$ cat src/pos_cfg_pkg.sv
/*
  constants for the option-select register bank: register indices, field layout,
  reset values and boot window geometry.
  assumes it is compiled before every design file that imports it.
*/
// Function
// writes only during setup cycles to card
// all bits readable through setup window zero
// reload identifier from eeprom on resets
// identifier reads zero before auto-init done
// test mode forces fixed identifier
// identifier shown as two bytes
// card disabled ignores all but setup
// card disabled: no dma, no interrupts
// configuration program must set enable
// test mode acts as card enabled
// size selects 8k, 16k or 32k
// channel reset clears boot rom base
// base zero disables; size 00 8k steps
// size 01 ignores base bit0, 16k
// unlisted size/base combos decode nothing
package pos_cfg_pkg;
  localparam int unsigned ADDR_W       = 2;
  localparam logic [1:0]  IDX_ID_LO    = 2'h0;
  localparam logic [1:0]  IDX_ID_HI    = 2'h1;
  localparam logic [1:0]  IDX_CARD_EN  = 2'h2;
  localparam logic [1:0]  IDX_ROM_SEL  = 2'h3;
  localparam int unsigned CARD_ENABLE_BIT_BIT     = 0;
  localparam int unsigned BASE_LSB     = 0;
  localparam int unsigned SIZE_LSB     = 4;
  localparam logic [7:0]  CARD_EN_RST  = 8'h00;
  localparam logic [7:0]  ROM_SEL_RST  = 8'h00;
  localparam logic [7:0]  ROM_SEL_MASK = 8'h3F;
  localparam logic [15:0] ID_HIDDEN    = 16'h0000;
  // size field encodings; 32k window has no listed base combination
  localparam logic [1:0]  SIZE_8K      = 2'h0;
  localparam logic [1:0]  SIZE_16K     = 2'h1;
  localparam logic [3:0]  BASE_OFF     = 4'h0;
  // boot area C0000h-DFFFFh: top three memory address bits
  localparam logic [2:0]  ROM_AREA     = 3'h6;
  // host memory address fields used by the boot window decode
  localparam int unsigned AREA_LSB     = 17;
  localparam int unsigned WIN8_LSB     = 13;
  localparam int unsigned WIN16_LSB    = 14;
endpackage

$ cat src/id_loader.sv
/*
  auto-initialisation sequencer: fetches the 16-bit adapter identifier from the
  eeprom reader. assumes the reader sits on the same clock and answers a held
  request with a one-cycle ack carrying the data.
*/
module id_loader (
  input  wire logic        clk,      // core clock
  input  wire logic        rst_n,    // synchronised reset, active low
  input  wire logic        restart,  // any reload reset, level
  input  wire logic        ee_ack,   // eeprom word valid
  input  wire logic [15:0] ee_data,  // eeprom word
  output logic             ee_req,   // fetch request, registered
  output logic [15:0]      id_q,     // loaded identifier
  output logic             done      // auto-init finished
);
  typedef enum logic {LD_FETCH, LD_DONE} ld_e;
  ld_e         st_q, st_d;
  logic [15:0] id_d;
  logic        req_d;

  always_comb begin
    st_d  = st_q;
    id_d  = id_q;
    if (restart) begin
      st_d = LD_FETCH;
    end else begin
      case (st_q)
        LD_FETCH: begin
          if (ee_ack) begin
            id_d = ee_data;
            st_d = LD_DONE;
          end
        end
        LD_DONE: st_d = LD_DONE;
        default: st_d = LD_FETCH;
      endcase
    end
    req_d = (st_d == LD_FETCH);
  end

  always_ff @(posedge clk or negedge rst_n) begin
    if (!rst_n) begin
      st_q   <= LD_FETCH;
      id_q   <= 16'h0000;
      ee_req <= 1'b1;
    end else begin
      st_q   <= st_d;
      id_q   <= id_d;
      ee_req <= req_d;
    end
  end

  assign done = (st_q == LD_DONE);
endmodule // id_loader

$ cat src/pos_cfg_regs.sv
/*
  option-select register bank: identifier, card enable and boot rom window.
  assumes bus strobes come from logic on MCLK; reset and test straps are
  asynchronous pins and are synchronised here.
*/
module pos_cfg_regs
  import pos_cfg_pkg::*;
#(
  parameter logic [15:0] TEST_ID = 16'hA5A5  // arbitrary value
) (
  input  wire logic                       MCLK,         // 40 MHz core clock
  input  wire logic                       RST_N,        // channel reset, active low
  input  wire logic                       CFG_RST,      // card_config_reset pin
  input  wire logic                       LOWPWR_RST,   // low-power reset pin
  input  wire logic                       AUTOINIT_RST, // auto_init_state_machine reset pin
  input  wire logic                       TEST_MODE,    // test mode strap
  input  wire logic                       SETUP_SEL,    // setup cycle selecting this card
  input  wire logic                       WR_STB,       // register write strobe
  input  wire logic                       RD_STB,       // register read strobe
  input  wire logic [pos_cfg_pkg::ADDR_W-1:0] REG_IDX,  // register index
  input  wire logic [7:0]                 WDATA,        // write data
  output logic      [7:0]                 RDATA,        // read data
  input  wire logic                       EE_ACK,       // eeprom word valid
  input  wire logic [15:0]                EE_DATA,      // eeprom word
  output logic                            EE_REQ,       // eeprom fetch request
  output logic                            CARD_ACTIVE,  // host access enabled
  input  wire logic                       DMA_REQ_IN,   // core dma request
  input  wire logic                       IRQ_IN,       // core interrupt
  output logic                            DMA_REQ_OUT,  // gated dma request
  output logic                            IRQ_OUT,      // gated interrupt
  input  wire logic                       MEM_RD,       // host memory read
  input  wire logic [19:0]                MEM_ADDR,     // host memory address
  output logic                            ROM_HIT       // boot rom claims read
);
  logic [1:0]  rst_sync_q;
  logic        rst_n_s;
  logic [3:0]  pin_raw;
  logic [3:0]  pin_m_q;
  logic [3:0]  pin_s_q;
  logic        test_s;
  logic        restart;
  logic [7:0]  card_en_q, card_en_d;
  logic [7:0]  rom_sel_q, rom_sel_d;
  logic [7:0]  rdata_d;
  logic        active_d, hit_d;
  logic [15:0] id_raw, id_view;
  logic        id_done;
  logic [1:0]  size_f;
  logic [3:0]  base_f;

  // channel reset asserts at once but leaves only on a clock edge,
  // so no register sees its release in mid-cycle
  always_ff @(posedge MCLK or negedge RST_N) begin
    if (!RST_N) begin
      rst_sync_q <= 2'b00;
    end else begin
      rst_sync_q <= {rst_sync_q[0], 1'b1};
    end
  end
  assign rst_n_s = rst_sync_q[1];

  assign pin_raw = {TEST_MODE, AUTOINIT_RST, LOWPWR_RST, CFG_RST};
  for (genvar i = 0; i < 4; i++) begin : g_sync
    always_ff @(posedge MCLK or negedge rst_n_s) begin
      if (!rst_n_s) begin
        pin_m_q[i] <= 1'b0;
        pin_s_q[i] <= 1'b0;
      end else begin
        pin_m_q[i] <= pin_raw[i];
        pin_s_q[i] <= pin_m_q[i];
      end
    end
  end
  // test strap lags two cycles; the enable override follows one cycle later
  assign test_s  = pin_s_q[3];
  assign restart = |pin_s_q[2:0];

  id_loader u_loader (
    .clk     (MCLK),
    .rst_n   (rst_n_s),
    .restart (restart),
    .ee_ack  (EE_ACK),
    .ee_data (EE_DATA),
    .ee_req  (EE_REQ),
    .id_q    (id_raw),
    .done    (id_done)
  );

  assign size_f = rom_sel_q[SIZE_LSB +: 2];
  assign base_f = rom_sel_q[BASE_LSB +: 4];

  always_comb begin
    card_en_d = card_en_q;
    rom_sel_d = rom_sel_q;
    // writes outside a setup cycle are dropped without any answer
    if (SETUP_SEL && WR_STB) begin
      case (REG_IDX)
        IDX_CARD_EN: card_en_d = WDATA & (8'h01 << CARD_ENABLE_BIT_BIT);
        IDX_ROM_SEL: rom_sel_d = WDATA & ROM_SEL_MASK;
        default:     ;
      endcase
    end
    active_d = card_en_q[CARD_ENABLE_BIT_BIT] || test_s;
    if (test_s)        id_view = TEST_ID;
    else if (!id_done) id_view = ID_HIDDEN;
    else               id_view = id_raw;
    rdata_d = 8'h00;
    // reads outside setup are refused while the card is disabled
    if (RD_STB && (SETUP_SEL || active_d)) begin
      case (REG_IDX)
        IDX_ID_LO:   rdata_d = id_view[7:0];
        IDX_ID_HI:   rdata_d = id_view[15:8];
        IDX_CARD_EN: rdata_d = card_en_q;
        IDX_ROM_SEL: rdata_d = rom_sel_q;
        default:     rdata_d = 8'h00;
      endcase
    end
    hit_d = 1'b0;
    // a disabled card claims no boot window, so a stale base cannot shadow system memory
    if (MEM_RD && active_d && base_f != BASE_OFF && MEM_ADDR[AREA_LSB +: 3] == ROM_AREA) begin
      case (size_f)
        SIZE_8K:  hit_d = (MEM_ADDR[WIN8_LSB +: 4] == base_f);
        SIZE_16K: hit_d = (MEM_ADDR[WIN16_LSB +: 3] == base_f[3:1]);
        default:  hit_d = 1'b0;
      endcase
    end
  end

  always_ff @(posedge MCLK or negedge rst_n_s) begin
    if (!rst_n_s) begin
      card_en_q   <= CARD_EN_RST;
      rom_sel_q   <= ROM_SEL_RST;
      RDATA       <= 8'h00;
      CARD_ACTIVE <= 1'b0;
      DMA_REQ_OUT <= 1'b0;
      IRQ_OUT     <= 1'b0;
      ROM_HIT     <= 1'b0;
    end else begin
      card_en_q   <= card_en_d;
      rom_sel_q   <= rom_sel_d;
      RDATA       <= rdata_d;
      CARD_ACTIVE <= active_d;
      DMA_REQ_OUT <= DMA_REQ_IN && active_d;
      IRQ_OUT     <= IRQ_IN && active_d;
      ROM_HIT     <= hit_d;
    end
  end
endmodule // pos_cfg_regs

$ cat config.mk
export PLATFORM = sky130hd
export DESIGN_NAME = pos_cfg_regs
export DESIGN_NICKNAME = d
export VERILOG_FILES = /design/src/pos_cfg_pkg.sv /design/src/id_loader.sv /design/src/pos_cfg_regs.sv
export SDC_FILE = /design/constraint.sdc
export NUM_CORES = 1
export LEC_CHECK = 0
export BUFFER_PORTS_ARGS = -buffer_cell sky130_fd_sc_hd__buf_2
export CAP_MARGIN = 15
export CORE_ASPECT_RATIO = 1.1
export CORE_MARGIN = 2
export CORE_UTILIZATION = 48
export CTS_CLUSTER_SIZE = 30
export DETAILED_ROUTE_END_ITERATION = 7
export GPL_ROUTABILITY_DRIVEN = 0
export PLACE_DENSITY = 0.74
export REMOVE_ABC_BUFFERS = 1
export SLEW_MARGIN = 10
export SYNTH_ARGS = -nofsm -noshare
export SYNTH_HDL_FRONTEND = slang
export SYNTH_HIERARCHICAL = 1
export SYNTH_SLANG_ARGS = --single-unit
$ cat constraint.sdc
create_clock -name MCLK -period 2 [get_ports MCLK]
set_clock_uncertainty 0.05 [all_clocks]
set_input_delay 0.3 -clock MCLK [delete_from_list [all_inputs] [get_ports MCLK]]
set_output_delay 0.3 -clock MCLK [all_outputs]
set_load 0.01 [all_outputs]
==> reports/qor.yml <==
timing:
  fin_hold_ws_ns: 0.0464
  post-route-period-util_pct: 89.7
  tns_ns: 0
  relSlewSlack_pct: 56.0
  worst_slew_pin_slew_ns: 0.660
  timing.final.crit_period_ns: 1.79
  grt_setup_unrepaired: "false"
  clock.fmax_mhz: 558
  hold_viol_final: 0
  slew_viol_final: 0
  setup_viol: 0
global_routing:
  grtUsageMet2_pct: 29.4
  met3_usage_pct: 5.48
  antenna_found_initial: 0
  grt_max_degree: 32
  grt_pass1_vias: 1326
  grtUsageMet1_pct: 20.9
  grt.busiest_layer: "met2"
  overflow: 0
  grt_usage_pct: 17.3
  grt_first_pass_wirelength_um: 5960
floorplanning:
  die_h_um: 70.2
  io_pins: 72
  core_mm2: 0.00390
  start_util_pct: 49.0
  die_w_um: 64.2
  die-area_mm2: 0.00451
  rows: 24
critical_path:
  r2r_cells: 4
  ff2ff_setup_slack_ns: 0.21
  crit_end: "u_loader/id_q[11]$_DFFE_PN0P_"
  timing.rr.end: "u_loader/id_q[11]$_DFFE_PN0P_"
  reg2reg_from: "pin_s_q[1]$_DFF_PN0_"
  crit_path_start_kind: "flip-flop"
  worstPathMaxFanout: 16
  endpoint_kind: "flip-flop"
  cp-startpoint: "pin_s_q[1]$_DFF_PN0_"
  worstPathArrival_ns: 1.93
  cp_data_required_time_ns: 2.13
  critPathKind: "reg -> reg"
detailed_routing:
  wl_um: 3520
  vias_per_cell: 5.07
  ant_nets: 0
  drc: 0
  firstDrtPassIters: 4
  drtIter0Drc: 38
  avgRoutedWirePerCell_um: 14.3
  num_vias: 1246
final_layout:
  layout-drive-gt1-share_pct: 53.1
  stdcell_count: 246
  diodes: 0
  final.fill_count: 315
  regArea_mm2: 0.00118
  syn2layout_area_growth_pct: 22.9
  final_cell_mix: "buf_2, dfrtp_1, mux2_2"
  stdcell_area_mm2: 0.00235
  multiInputGateArea_um2: 678
  final_common_cell: "buf_2"
  fin_nets: 252
outcome:
  status: "completed"
synth:
  synth-edff-count: 0
  yosysTopAreaCellShare_pct: 60.2
  ys_ff_latch: 47
  netlist_top_cells_area: "dfrtp_1, mux2_2, a21oi_1"
  synth-async-reset-ratio_pct: 100
  synthCells: 132
  synth.avg_cell_area_um2: 14.5
  ys_seq_area_share_pct: 61.5
  syn_area_mm2: 0.00191
  synth_cell_types: 33
  ys.warnings.count: 6
  ys.flop_type: "dfrtp_1"
  yosysTopAreaCell: "dfrtp_1"
clock_network:
  cts_tree: "done"
  cts_htree_levels: 2
  clk_pin_slew_worst_paths_ns: 0.09
  cts_setup_buffers: 0
  cts_buffers: 5
  post_cts_resized: 0
  clock_sinks: 47
  clk_latency_ns: 0.30
  clock_path_buffers: 2
  root_buffer: "clkbuf_8"
placed_design:
  numPortBuffers: 56
  dp_cells: 237
  hpwl_um: 2690
  placed_area_mm2: 0.00222
power:
  finalPower_mw: 2.17
  powerDensity_mw_per_mm2: 924
  irDropWorstVdd_mv: 0.494
  leakagePower_nw: 1.09
flow_run:
  maxCapViolCount: 0
hold_path:
  hp-class: "in -> reg"
## critical path: stages, from the launching register on
cell and delay [ns]:
dfrtp_1 0.37, or3_1 0.44, nor3b_4 0.19, buf_4 0.26, mux2_2 0.37
## metrics by stage
step	util, %	setup WS, ns
after floorplan	-	0.148
after global placement	57.0	0.291
after detailed placement	57.0	0.211
after CTS	60.2	0.186
after global routing	60.2	0.133
final	60.2	0.206
## what timing repair did
action | CTS | global route
endpoints found under the setup margin | 0 | 0
hold buffers | 1 | 0
endpoints found under the hold margin | 2 | 0
## cell usage after synthesis (2+ instances only)
library cell and count:
a21oi_1 9, xnor2_1 3, or3_1 2, nand2_1 4
dfrtp_1 46, buf_6 2, nor3_1 2, a2111oi_2 2
nor2_1 4, a21boi_0 3, and2_1 2, mux2_2 25
nand3_1 2, nor4_1 2, a211oi_1 2, nor4_2 3
buf_4 2, mux2i_1 2
## kinds of logic (layout without fill, tap and decap cells)
logic type / count (synthesis) / after routing / share of synthesized area (%)
other: 1 / 1 / 0.196
AOI/OAI and AO/OA: 19 / 19 / 7.59
xor gates and xnor gates: 4 / 4 / 1.83
muxes: 27 / 27 / 15.8
DFF: 47 / 47 / 61.5
buffers and inverters: 6 / 68 / 3.01
and+or+nand+nor: 28 / 28 / 10.1
## state kept, by name, summed over array words and instances, names as in the netlist
name             cells
CARD_ACTIVE          1
DMA_REQ_OUT          1
IRQ_OUT              1
RDATA                8
ROM_HIT              1
card_en_q            1
pin_m_q              4
pin_s_q              3
rom_sel_q            6
rst_sync_q           2
test_s               1
u_loader/done        1
u_loader/ee_req      1
u_loader/id_q       16
## cell type report
cell class | instances | area share [%]
sequential | 47 | 50.1
multi-input combinational | 79 | 28.8
timing repair buffer | 60 | 13.3
clock buffer | 5 | 2.93
tap | 52 | 2.77
clock inverter | 3 | 2.02
## per-layer routing
metal	routed length (µm)	part of all wire (%)
met5	0	0
met2	1780	51
met1	1460	42
met4	38	1.1
met3	237	6.7
## worst min-delay path by stage
stage / start / endpoint / depth (start not counted)
floorplan: RST_N / rst_sync_q[0]$_DFF_PN0_ / 0
global placement: RST_N / rst_sync_q[0]$_DFF_PN0_ / 1
detailed placement: RST_N / rst_sync_q[0]$_DFF_PN0_ / 1
CTS: AUTOINIT_RST / pin_m_q[2]$_DFF_PN0_ / 1
global route: CFG_RST / pin_m_q[0]$_DFF_PN0_ / 1
finish: AUTOINIT_RST / pin_m_q[2]$_DFF_PN0_ / 1
## power by group
part / internal (mW) / switching (mW) / leakage [nW]
Sequential: 1.08 / 0.0924 / 0.570
Clock: 0.379 / 0.320 / 0.0587
Combinational: 0.178 / 0.120 / 0.462
Total: 1.64 / 0.532 / 1.09
No activity file was read; power rests on OpenSTA's default activity.
